[config.mk]
export PLATFORM = sky130hd
export DESIGN_NAME = decimal_operand_format_decoder
export DESIGN_NICKNAME = d
export VERILOG_FILES = /design/src/core/decimal_format_pkg.sv /design/src/core/decimal_byte_decoder.sv /design/src/core/decimal_operand_format_decoder.sv
export VERILOG_INCLUDE_DIRS = /design/src /design/src/core
export SDC_FILE = /design/constraint.sdc
export NUM_CORES = 1
export LEC_CHECK = 0
export ABC_CLOCK_PERIOD_IN_PS = 2600
export BUFFER_PORTS_ARGS = -buffer_cell sky130_fd_sc_hd__buf_2
export CORE_UTILIZATION = 50
export CTS_CLUSTER_DIAMETER = 80
export DETAILED_ROUTE_END_ITERATION = 10
export PLACE_DENSITY_LB_ADDON = 0.15
export SETUP_SLACK_MARGIN = 0.15
export SYNTH_ARGS = -nofsm -noshare
export SYNTH_HDL_FRONTEND = slang
export SYNTH_SLANG_ARGS = --single-unit
[constraint.sdc]
create_clock -name CLOCK_I -period 2.6 [get_ports CLOCK_I]
set_input_delay 0.39 -clock CLOCK_I [delete_from_list [all_inputs] [get_ports CLOCK_I]]
set_output_delay 0.39 -clock CLOCK_I [all_outputs]
set_load 0.005 [all_outputs]
[src/core/decimal_format_regs.svh]
// field positions, character codes and reset values of the decimal format decoder
`ifndef DECIMAL_FORMAT_REGS_SVH
`define DECIMAL_FORMAT_REGS_SVH

// indicator word layout
`define IND_SCALE_MSB      31
`define IND_SCALE_LSB      24
`define IND_TYPE_MSB       7
`define IND_TYPE_LSB       5
`define IND_SIZE_MSB       4
`define IND_SIZE_LSB       0

// data type codes
`define TYPE_OVER_LAST     3'h0
`define TYPE_OVER_FIRST    3'h1
`define TYPE_SIGN_LAST     3'h2
`define TYPE_SIGN_FIRST    3'h3
`define TYPE_UNSIGNED      3'h4
`define TYPE_PACKED        3'h5
`define TYPE_BINARY        3'h6

// character codes
`define CHR_SPACE          8'h20
`define CHR_PLUS           8'h2B
`define CHR_MINUS          8'h2D
`define CHR_ZERO           8'h30
`define CHR_NINE           8'h39
`define CHR_POS_ONE        8'h41
`define CHR_POS_NINE       8'h49
`define CHR_NEG_ONE        8'h4A
`define CHR_NEG_NINE       8'h52
`define CHR_OPEN_BRACE     8'h7B
`define CHR_CLOSE_BRACE    8'h7D

// packed sign nibbles and largest digit nibble
`define NIB_POS_A          4'hC
`define NIB_POS_B          4'hF
`define NIB_NEG            4'hD
`define NIB_MAX_DIGIT      4'h9

// reset values
`define RST_COUNT          6'h00
`define RST_EXPONENT       9'h000

`endif

[src/core/decimal_format_pkg.sv]
// types shared by the decimal format decoder
package decimal_format_pkg;

   typedef enum logic [1:0] {
      ST_IDLE = 2'b00,
      ST_RUN  = 2'b01
   } dec_state_t;

   typedef enum logic [2:0] {
      ROLE_PLAIN       = 3'b000,
      ROLE_OVERPUNCH   = 3'b001,
      ROLE_SIGN        = 3'b010,
      ROLE_PACKED      = 3'b011,
      ROLE_PACKED_SIGN = 3'b100,
      ROLE_BINARY      = 3'b101
   } byte_role_t;

   typedef struct packed {
      logic       hi_valid;
      logic       lo_valid;
      logic [3:0] hi;
      logic [3:0] lo;
      logic [7:0] raw;
   } digit_lane_t;

   typedef struct packed {
      logic       neg;
      logic       sets_sign;
      logic       bad;
   } byte_flags_t;

endpackage : decimal_format_pkg

[src/core/decimal_byte_decoder.sv]
// decodes one memory byte according to its role in the operand
`timescale 1ns/1ns
`include "decimal_format_regs.svh"
module decimal_byte_decoder
   import decimal_format_pkg::*;
(
   // byte and role
   input  wire logic [7:0]  byte_i,
   input  wire byte_role_t  role_i,
   input  wire logic        force_hi_zero_i,
   // decoded
   output digit_lane_t      lane_o,
   output byte_flags_t      flags_o
);

   always_comb begin
      lane_o           = '0;
      flags_o          = '0;
      lane_o.raw       = byte_i;
      unique case (role_i)
         ROLE_PLAIN: begin
            lane_o.lo_valid = 1'b1;
            if (byte_i == `CHR_SPACE) begin
               lane_o.lo = 4'h0;
            end else if (byte_i >= `CHR_ZERO && byte_i <= `CHR_NINE) begin
               lane_o.lo = byte_i[3:0];
            end else begin
               flags_o.bad = 1'b1;
            end
         end
         ROLE_OVERPUNCH: begin
            lane_o.lo_valid   = 1'b1;
            flags_o.sets_sign = 1'b1;
            if (byte_i == `CHR_SPACE || byte_i == `CHR_PLUS
                || byte_i == `CHR_OPEN_BRACE) begin
               lane_o.lo = 4'h0;
            end else if (byte_i >= `CHR_ZERO && byte_i <= `CHR_NINE) begin
               lane_o.lo = byte_i[3:0];
            end else if (byte_i >= `CHR_POS_ONE && byte_i <= `CHR_POS_NINE) begin
               lane_o.lo = 4'(byte_i - `CHR_POS_ONE + 8'h01);
            end else if (byte_i == `CHR_MINUS || byte_i == `CHR_CLOSE_BRACE) begin
               lane_o.lo   = 4'h0;
               flags_o.neg = 1'b1;
            end else if (byte_i >= `CHR_NEG_ONE && byte_i <= `CHR_NEG_NINE) begin
               lane_o.lo   = 4'(byte_i - `CHR_NEG_ONE + 8'h01);
               flags_o.neg = 1'b1;
            end else begin
               flags_o.bad = 1'b1;
            end
         end
         ROLE_SIGN: begin
            flags_o.sets_sign = 1'b1;
            if (byte_i == `CHR_MINUS) begin
               flags_o.neg = 1'b1;
            end else if (byte_i != `CHR_PLUS) begin
               flags_o.bad = 1'b1;
            end
         end
         ROLE_PACKED: begin
            lane_o.hi_valid = 1'b1;
            lane_o.lo_valid = 1'b1;
            lane_o.hi       = force_hi_zero_i ? 4'h0 : byte_i[7:4];
            lane_o.lo       = byte_i[3:0];
            flags_o.bad     = (!force_hi_zero_i && byte_i[7:4] > `NIB_MAX_DIGIT)
                              || byte_i[3:0] > `NIB_MAX_DIGIT;
         end
         ROLE_PACKED_SIGN: begin
            lane_o.hi_valid   = 1'b1;
            lane_o.hi         = force_hi_zero_i ? 4'h0 : byte_i[7:4];
            flags_o.sets_sign = 1'b1;
            flags_o.neg       = byte_i[3:0] == `NIB_NEG;
            flags_o.bad       = (!force_hi_zero_i && byte_i[7:4] > `NIB_MAX_DIGIT)
                                || !(byte_i[3:0] == `NIB_POS_A || byte_i[3:0] == `NIB_POS_B
                                     || byte_i[3:0] == `NIB_NEG);
         end
         ROLE_BINARY: begin
            lane_o.lo_valid = 1'b0;
         end
         default: begin
            flags_o.bad = 1'b1;
         end
      endcase
   end

endmodule : decimal_byte_decoder

[src/core/decimal_operand_format_decoder.sv]
// decimal operand format decoder: indicator decode and byte string walk
// How it works
// - The scale field is read as a signed byte from -128 to 127.
// - With scaling on, the operand is the integer times ten to the negated scale.
// - Operations that do not use scaling see an exponent of zero whatever the field holds.
// - The size field is an unsigned five-bit length from 0 to 31.
// - All types but packed take size plus one bytes.
// - For packed, size counts digits, not bytes.
// - An even packed size is raised to the next odd one with a zero leading digit.
// - Types 0 and 1 carry sign and digit in the last or first byte.
// - Types 2 and 3 carry a separate plus or minus byte, trailing or leading.
// - Each unpacked digit byte is the character code of its digit, or a space for zero.
// - Packed bytes hold two digits, the last byte holding the lowest digit and the sign.
// - Packed signs C or F are positive and D negative.
// - A bad type or bad operand byte abandons the operation with a fault.
`timescale 1ns/1ns
`include "decimal_format_regs.svh"
module decimal_operand_format_decoder
   import decimal_format_pkg::*;
#(
   parameter int ACC_WIDTH = 32
)
(
   // clock and reset
   input  wire logic                 CLOCK_I,
   input  wire logic                 RST_B_I,
   // indicator source
   input  wire logic [ACC_WIDTH-1:0] FIRST_ACCUMULATOR_I,
   input  wire logic [ACC_WIDTH-1:0] SECOND_ACCUMULATOR_I,
   input  wire logic                 USE_SECOND_I,
   input  wire logic                 USE_SCALE_I,
   input  wire logic                 START_I,
   // memory byte stream
   input  wire logic                 BYTE_VALID_I,
   input  wire logic [7:0]           BYTE_I,
   output logic                      BYTE_READY_O,
   // operand description
   output logic                      BUSY_O,
   output logic [5:0]                BYTE_COUNT_O,
   output logic [5:0]                DIGIT_COUNT_O,
   output logic signed [8:0]         EXPONENT_O,
   output logic [2:0]                DATA_TYPE_O,
   // decoded stream
   output logic                      LANE_VALID_O,
   output digit_lane_t               LANE_O,
   output logic                      DONE_O,
   output logic                      NEGATIVE_O,
   output logic                      FAULT_O
);

   dec_state_t     state;
   logic [2:0]     dtype;
   logic           size_even;
   logic [5:0]     remaining;
   logic           first_byte;
   logic           neg;
   byte_role_t     role;
   logic           force_hi_zero;
   digit_lane_t    lane;
   byte_flags_t    flags;
   logic           take;
   logic           last_byte;

   // indicator fields of the selected accumulator
   logic [ACC_WIDTH-1:0] ind;
   logic signed [7:0]    scale;
   logic [2:0]           ind_type;
   logic [4:0]           ind_size;
   logic [4:0]           packed_digits;
   logic [5:0]           next_bytes;
   logic [5:0]           next_digits;
   logic signed [8:0]    next_exponent;
   logic                 type_bad;

   assign ind           = USE_SECOND_I ? SECOND_ACCUMULATOR_I : FIRST_ACCUMULATOR_I;
   assign scale         = signed'(ind[`IND_SCALE_MSB:`IND_SCALE_LSB]);
   assign ind_type      = ind[`IND_TYPE_MSB:`IND_TYPE_LSB];
   assign ind_size      = ind[`IND_SIZE_MSB:`IND_SIZE_LSB];
   assign packed_digits = ind_size | 5'h01;
   assign type_bad      = ind_type > `TYPE_BINARY;

   always_comb begin
      next_bytes  = 6'({1'b0, ind_size} + 6'h01);
      next_digits = next_bytes;
      unique case (ind_type)
         `TYPE_PACKED: begin
            next_bytes  = 6'(({1'b0, packed_digits} + 6'h01) >> 1);
            next_digits = {1'b0, packed_digits};
         end
         `TYPE_SIGN_LAST, `TYPE_SIGN_FIRST: begin
            next_digits = {1'b0, ind_size};
         end
         `TYPE_BINARY: begin
            next_digits = 6'h00;
         end
         default: begin
            next_digits = next_bytes;
         end
      endcase
   end

   // scaled operand value = integer * 10 ** exponent
   assign next_exponent = USE_SCALE_I ? -9'(scale) : `RST_EXPONENT;

   assign last_byte  = remaining == 6'h01;
   assign BYTE_READY_O = state == ST_RUN;
   assign take       = BYTE_READY_O && BYTE_VALID_I;

   // role of the byte now offered
   always_comb begin
      role          = ROLE_PLAIN;
      force_hi_zero = 1'b0;
      unique case (dtype)
         `TYPE_OVER_LAST: begin
            role = last_byte ? ROLE_OVERPUNCH : ROLE_PLAIN;
         end
         `TYPE_OVER_FIRST: begin
            role = first_byte ? ROLE_OVERPUNCH : ROLE_PLAIN;
         end
         `TYPE_SIGN_LAST: begin
            role = last_byte ? ROLE_SIGN : ROLE_PLAIN;
         end
         `TYPE_SIGN_FIRST: begin
            role = first_byte ? ROLE_SIGN : ROLE_PLAIN;
         end
         `TYPE_UNSIGNED: begin
            role = ROLE_PLAIN;
         end
         `TYPE_PACKED: begin
            role          = last_byte ? ROLE_PACKED_SIGN : ROLE_PACKED;
            force_hi_zero = first_byte && size_even;
         end
         `TYPE_BINARY: begin
            role = ROLE_BINARY;
         end
         default: begin
            role = ROLE_PLAIN;
         end
      endcase
   end

   decimal_byte_decoder u_byte_decoder (
      .byte_i          (BYTE_I),
      .role_i          (role),
      .force_hi_zero_i (force_hi_zero),
      .lane_o          (lane),
      .flags_o         (flags)
   );

   // sequencing
   always_ff @(posedge CLOCK_I or negedge RST_B_I) begin
      if (!RST_B_I) begin
         state <= ST_IDLE;
      end else begin
         unique case (state)
            ST_IDLE: begin
               if (START_I && !type_bad) begin
                  state <= ST_RUN;
               end
            end
            ST_RUN: begin
               if (take && (flags.bad || last_byte)) begin
                  state <= ST_IDLE;
               end
            end
            default: begin
               state <= ST_IDLE;
            end
         endcase
      end
   end

   // operand description latched at start
   always_ff @(posedge CLOCK_I or negedge RST_B_I) begin
      if (!RST_B_I) begin
         dtype         <= 3'h0;
         size_even     <= 1'b0;
         BYTE_COUNT_O  <= `RST_COUNT;
         DIGIT_COUNT_O <= `RST_COUNT;
         EXPONENT_O    <= `RST_EXPONENT;
      end else if (state == ST_IDLE && START_I && !type_bad) begin
         dtype         <= ind_type;
         size_even     <= !ind_size[0];
         BYTE_COUNT_O  <= next_bytes;
         DIGIT_COUNT_O <= next_digits;
         EXPONENT_O    <= next_exponent;
      end
   end

   // byte position
   always_ff @(posedge CLOCK_I or negedge RST_B_I) begin
      if (!RST_B_I) begin
         remaining  <= `RST_COUNT;
         first_byte <= 1'b0;
      end else if (state == ST_IDLE && START_I && !type_bad) begin
         remaining  <= next_bytes;
         first_byte <= 1'b1;
      end else if (take) begin
         remaining  <= 6'(remaining - 6'h01);
         first_byte <= 1'b0;
      end
   end

   // sign of the operand
   always_ff @(posedge CLOCK_I or negedge RST_B_I) begin
      if (!RST_B_I) begin
         neg <= 1'b0;
      end else if (state == ST_IDLE && START_I) begin
         neg <= 1'b0;
      end else if (take && dtype == `TYPE_BINARY && first_byte) begin
         neg <= BYTE_I[7];
      end else if (take && flags.sets_sign) begin
         neg <= flags.neg;
      end
   end

   // decoded lane output
   always_ff @(posedge CLOCK_I or negedge RST_B_I) begin
      if (!RST_B_I) begin
         LANE_VALID_O <= 1'b0;
         LANE_O       <= '0;
      end else begin
         LANE_VALID_O <= take && !flags.bad;
         if (take) begin
            LANE_O <= lane;
         end
      end
   end

   // completion and fault pulses
   always_ff @(posedge CLOCK_I or negedge RST_B_I) begin
      if (!RST_B_I) begin
         DONE_O     <= 1'b0;
         NEGATIVE_O <= 1'b0;
         FAULT_O    <= 1'b0;
      end else begin
         DONE_O  <= take && last_byte && !flags.bad;
         FAULT_O <= (state == ST_IDLE && START_I && type_bad)
                    || (take && flags.bad);
         if (take && last_byte && !flags.bad) begin
            if (dtype == `TYPE_BINARY && first_byte) begin
               NEGATIVE_O <= BYTE_I[7];
            end else if (flags.sets_sign) begin
               NEGATIVE_O <= flags.neg;
            end else begin
               NEGATIVE_O <= neg;
            end
         end
      end
   end

   assign BUSY_O      = state == ST_RUN;
   assign DATA_TYPE_O = dtype;

endmodule : decimal_operand_format_decoder

# After elaboration in Yosys (flattened, before gate mapping)
# Cells that the tools add are included.
totals:
  register_bits: 57
  input_bits: 78
  out_inout_bits: 48
  word_cells: 156
op_classes:
  addsub: 8
  order_cmp: 9
  n_eq_ne: 27
  n_mux: 52
  n_reduce_logical: 42
ops:
  columns: ["cell", "n"]
  rows:
  - ["two-way mux 4 bit", 9]
  - ["two-way mux 32 bit", 1]
  - ["two-way mux 1 bit", 27]
  - ["== test 8 x 6 -> 1 bit (second input constant)", 3]
  - ["logical AND 1 bit", 19]
  - ["== test 3 x 2 -> 1 bit (second input constant)", 6]
  - ["== test 3 bit (second input constant)", 6]
  - ["two-way mux 6 bit", 3]
  - ["one-hot mux 3 bit (6 select lines)", 1]
  - ["one-hot mux 6 bit (3 select lines)", 1]
  - ["== test 8 x 7 -> 1 bit (second input constant)", 2]
  - ["greater-or-equal comparator 8 x 7 -> 1 bit (second input constant)", 2]
  - ["<= comparator 8 x 7 -> 1 bit (second input constant)", 2]
  - ["adder 5 x 1 -> 6 bit (second input constant)", 2]
  - ["== test 4 bit (second input constant)", 3]
  - ["one-hot mux 4 bit (3 select lines)", 1]
  - ["logical OR 1 bit", 9]
  - ["two-way mux 9 bit", 1]
  - ["negation 9 bit", 1]
  - ["adder 4 x 1 -> 4 bit (second input constant)", 2]
  - ["greater-or-equal comparator 8 x 6 -> 1 bit (second input constant)", 1]
  - ["> comparator 4 bit (second input constant)", 2]
  - ["<= comparator 8 x 6 -> 1 bit (second input constant)", 1]
  - ["two-way mux 2 bit", 4]
  - ["other kinds (22)", 29]

# Logic depth before layout (Yosys ltp)
depth:
  word_depth: 12
  depth_mapped: 10
  mapped_depth_nobuf: 8

# Cells and area by module
# A second synthesis with hierarchy kept.
unflattened:
  hier_cells: 440
  area_unflattened_um2: 3693.5
by_module_without_submodules:
  columns: ["module", "instances", "cells_per_inst", "area_per_inst_um2", "seq_area_each_um2"]
  rows:
  - ["decimal_operand_format_decoder", 1, 335, 3006.6, 1401.3]
  - ["decimal_byte_decoder", 1, 105, 686.9, 0.0]

# Least setup slack after synthesis
# No wires, ideal clock.
synth_timing:
  path_type: "input to register"
  start: "input port USE_SECOND_I"
  end: "register BYTE_COUNT_O[2]"
  setup_time_ns: 0.129
  arrival_ns: 2.081
  required_time_ns: 2.471
  path_slack_ns: 0.390
  stages: 9
  n_path_buf: 2
  cell_sequence: "buf_2 -> buf_2 -> mux2i_1 -> inv_1 -> ha_1 -> nand2b_1 -> and3b_1 -> a211oi_1 -> nor2_1"
synth_via:
  elab_chain_cells: 4
  elab_cells_between_ends: 8
  cone_classes: "add/sub: 2; order compare: 1; eq/ne: 1; mux: 2; reduce/logical: 2"
synth_rtl:
  columns: ["element", "line_no", "source"]
  rows:
  - ["from (decl)", "decimal_operand_format_decoder.sv:30", "input wire logic USE_SECOND_I,"]
  - ["two-way mux 32 bit (*)", "decimal_operand_format_decoder.sv:75", "assign ind = USE_SECOND_I ? SECOND_ACCUMULATOR_I : FIRST_ACCUMULATOR_I;"]
  - ["parallel branches: the longest is 3 deep, another holds adder 5 x 1 -> 6 bit", null, null]
  - ["to (signal assigned)", "decimal_operand_format_decoder.sv:178", "BYTE_COUNT_O <= `RST_COUNT;"]
  - ["to (signal assigned)", "decimal_operand_format_decoder.sv:184", "BYTE_COUNT_O <= next_bytes;"]
  - ["to (decl)", "decimal_operand_format_decoder.sv:39", "output logic [5:0] BYTE_COUNT_O,"]
# Mark *: on every way between the ends.
# A chain may end at the register's enable or synchronous reset.

# Worst setup path after layout
layout_timing:
  start: "register remaining[2]"
  end: "register NEGATIVE_O"
layout_via:
  elab_chain_cells: 7
  elab_cells_between_ends: 18
  cone_classes: "eq/ne: 6; mux: 8; reduce/logical: 4"
layout_rtl:
  columns: ["element", "line_no", "source"]
  rows:
  - ["from (decl)", "decimal_operand_format_decoder.sv:54", "logic [5:0] remaining;"]
  - ["from (signal assigned)", "decimal_operand_format_decoder.sv:193", "remaining <= `RST_COUNT;"]
  - ["from (signal assigned)", "decimal_operand_format_decoder.sv:196", "remaining <= next_bytes;"]
  - ["from (signal assigned)", "decimal_operand_format_decoder.sv:199", "remaining <= 6'(remaining - 6'h01);"]
  - ["== test 6 x 1 -> 1 bit (*)", "decimal_operand_format_decoder.sv:105", "assign last_byte = remaining == 6'h01;"]
  - ["two-way mux 3 bit (tied with other cells)", "decimal_operand_format_decoder.sv:130", "role = last_byte ? ROLE_PACKED_SIGN : ROLE_PACKED;"]
  - ["one-hot mux 3 bit (6 select lines)", "decimal_operand_format_decoder.sv:113", "unique case (dtype)"]
  - ["== test 3 bit (tied with other cells)", "decimal_byte_decoder.sv:20", "unique case (role_i)"]
  - ["one-hot mux 2 bit (3 select lines) or one-hot mux 1 bit (6 select lines) (tied branches)", "decimal_byte_decoder.sv:20", null]
  - ["two-way mux 1 bit or zero test 1 bit (tied branches)", "decimal_operand_format_decoder.sv:243, decimal_operand_format_decoder.sv:240", null]
  - ["two-way mux 1 bit or logical AND 1 bit (tied branches)", "decimal_operand_format_decoder.sv:241, decimal_operand_format_decoder.sv:240", null]
  - ["to (signal assigned)", "decimal_operand_format_decoder.sv:242", "NEGATIVE_O <= BYTE_I[7];"]
  - ["to (signal assigned)", "decimal_operand_format_decoder.sv:244", "NEGATIVE_O <= flags.neg;"]
  - ["to (signal assigned)", "decimal_operand_format_decoder.sv:246", "NEGATIVE_O <= neg;"]
  - ["to (decl)", "decimal_operand_format_decoder.sv:47", "output logic NEGATIVE_O,"]
# Every way passes the cells marked *; elsewhere a longest branch is shown, timed or not.

==> out/qor.csv <==
stage,metric,value,unit
outcome,outcome,completed,
timing,fin_tns_setup,0,ns
logic_synthesis,syn_area,3470,um2
logic_synthesis,synth_edf_count,0,
finish,fillers,596,
critical_path,rrSetupSlack,0.30,ns
floorplan,die_area,7270,um2
power_and_ir_drop,p_switching,1.60,mW
finish,mostFrequentLayoutCells,"buf_2, nand2_1, dfrtp_1",
drt,drc,0,
timing,tightest_slew,0.656,ns
global_routing,antenna_found_initial,0,
floorplan,dieHeight,85.3,um
floorplan,rows,29,
global_routing,busiest_layer,met2,
logic_synthesis,ys_seq_area_frac,0.404,
logic_synthesis,syn_nets,477,
global_routing,use_met1,0.343,
drt,routedWlPerCell,15.4,um
critical_path,crit_path_end_kind,flop,
critical_path,rr_worst_depth,6,
global_routing,grt_pass1_vias,3310,
finish,syn_to_final_growth,21.2,%
timing,setup_viol,0,
finish,n_antenna_cell,0,
min_path,worstHoldPathType,in2async,
power_and_ir_drop,ir_worst_vdd,0.384,mV
cts,clock_latency,0.32,ns
floorplan,die_w,85.3,um
global_routing,use_met2,0.432,
cts,root_buffer,clkbuf_8,
critical_path,cp.required,2.82,ns
power_and_ir_drop,power.share.switching,0.415,
drt,wl,8720,um
power_and_ir_drop,power.density,919,nW/um2
cts,cts_max_level,2,
power_and_ir_drop,power_leakage,2.07,nW
global_routing,grt_pass1_wl,15200,um
global_routing,grt-ovfl-total,0,
job,max_cap_violations,0,
logic_synthesis,yosys_warnings,0,
finish,final_net_count,577,
drt,drt_iter0_drc,161,
cts,cts_buffers,5,
global_routing,grt_max_degree,31,
finish,drive_above_1_share,0.276,
global_routing,grtUsageMet3,0.0516,
timing,min_period,2.30,ns
timing,max_freq,435,MHz
logic_synthesis,synth-seq-cells,56,
critical_path,r2r-start,remaining[2],
logic_synthesis,ys_types,58,
timing,min_period_over_period,0.885,
critical_path,path_max_fanout,5,
floorplan,ioPinCount,126,
global_routing,grt.total_usage,0.261,
cts,clk_path_buf_depth,2,
logic_synthesis,async_flop_share,1.00,
cts,cts_tree,done,
finish,final_common_cell,buf_2,
logic_synthesis,synthCells,389,
power_and_ir_drop,p_clk_frac,0.133,
floorplan,core-area,6530,um2
placement,dp_hpwl,6740,um
logic_synthesis,syn_avg_cell_area,8.91,um2
placement,io_buffers,93,
timing,slew_headroom,0.563,
critical_path,start_kind,flop,
drt,vias,3274,
timing,drv_slew,0,
floorplan,start_util,0.531,
power_and_ir_drop,p_int,2.26,mW
timing,clock_skew,0.0114,ns
drt,drtPass1Iterations,4,
timing,hold_violations,0,
finish,seqCellArea,1400,um2
finish,multi_input_area,1930,um2
drt,ant_nets,0,
critical_path,worstSetupPathType,reg2reg,
cts,cts.sinks,56,
critical_path,cp.arrival,2.52,ns
logic_synthesis,synth_ff_type,dfrtp_1,
cts,clkTransAtPathRegs,0.11,ns
power_and_ir_drop,seq_power_share,0.406,
drt,drt-vias-per-instance,5.77,
finish,finalCoreUtilization,0.643,
cts,ctsHoldBuffers,0,
timing,rsz0062_at_grt,no,
placement,gp_congestion,0.900,
critical_path,r2r_end,NEGATIVE_O,
power_and_ir_drop,power_frac_comb,0.460,
synthesized netlist by cell type (all sizes together), types with 7 or more instances:
cell type  number  area share
o21ai          33       0.051
xnor2          12       0.030
nor2           22       0.024
dfrtp          56        0.40
clkbuf         14       0.015
a21oi          13       0.019
ha             10       0.036
nand3          13       0.019
o211ai          9       0.019
inv            13       0.014
nor2b           7       0.013
nand2          60       0.065
mux2i          17       0.049
buf             7       0.011
nand2b         10       0.018
nor3            7       0.010
layer usage:
metal	vias up	part of all wire
met1	1549	0.45
met2	114	0.46
met5	-	0
met4	0	0.018
met3	16	0.064
li1	1595	-
state kept, by name, indices dropped and copies added (netlist names):
name / flops
NEGATIVE_O: 1
FAULT_O: 1
neg: 1
DONE_O: 1
LANE_O: 18
LANE_VALID_O: 1
DIGIT_COUNT_O: 6
first_byte: 1
size_even: 1
DATA_TYPE_O: 3
state: 1
EXPONENT_O: 9
remaining: 6
BYTE_COUNT_O: 6
what timing repair did:
action,CTS,global route
buffers inserted,0,1
endpoints found under the setup margin,0,1
endpoints found under the hold margin,0,0
gates resized for setup,0,3
kinds of logic (layout without fill, tap and decap cells):
family          after synthesis  count (layout)  synth area share
mux                          21              21            0.0632
simple gates                150             150             0.215
xor+xnor                     15              15            0.0379
flops                        56              56             0.404
compound gates              103             103             0.203
fa+ha+maj                    10              10            0.0361
buf+inv                      34             135            0.0401
cell type report:
type                            instances  area share
Multi-Input combinational cell        299       0.461
Sequential cell                        56       0.334
Clock buffer                            5      0.0164
Timing Repair Buffer                  114       0.148
Inverter                               13      0.0116
Clock inverter                          3     0.00596
Tap cell                               77      0.0229
power groups by stage:
stage               Combinational [mW]  Sequential [mW]  Clock [mW]
CTS                               1.75             1.56       0.528
global placement                  1.71             1.56           0
finish                            1.78             1.57       0.515
floorplan                         1.11             1.51           0
detailed placement                1.75             1.58           0
global route                      2.02             1.63       0.553
worst max-delay path, stage by stage, from the launching register on:
cell and delay [ns]:
dfrtp_2 0.46, or4_4 0.59, o21ai_4 0.17, a221oi_2 0.11, or2_1 0.29, o211a_1 0.27, mux2_4 0.30
per-stage QoR:
stage / setup WS [ns] / area [um2] / instances / total power, mW / hold WS (ns)
after floorplan: 0.390 / 3470 / 389 / 2.63 / 0.0944
after global placement: 0.145 / 4090 / 558 / 3.28 / 0.447
after detailed placement: 0.109 / 4090 / 558 / 3.33 / 0.459
after CTS: 0.191 / 4190 / 566 / 3.85 / 0.104
after global routing: 0.231 / 4200 / 567 / 4.20 / 0.133
final: 0.299 / 4200 / 567 / 3.86 / 0.0822
worst max path at each step:
stage / from / end / slack [ns] / cells after the start
floorplan: USE_SECOND_I / BYTE_COUNT_O[2] / 0.39 / 9
global placement: BYTE_I[0] / NEGATIVE_O / 0.14 / 9
detailed placement: BYTE_I[1] / NEGATIVE_O / 0.11 / 9
CTS: remaining[2] / NEGATIVE_O / 0.19 / 6
global route: DATA_TYPE_O[0] / NEGATIVE_O / 0.23 / 6
finish: remaining[2] / NEGATIVE_O / 0.30 / 6
(Power assumes the default switching activity.)
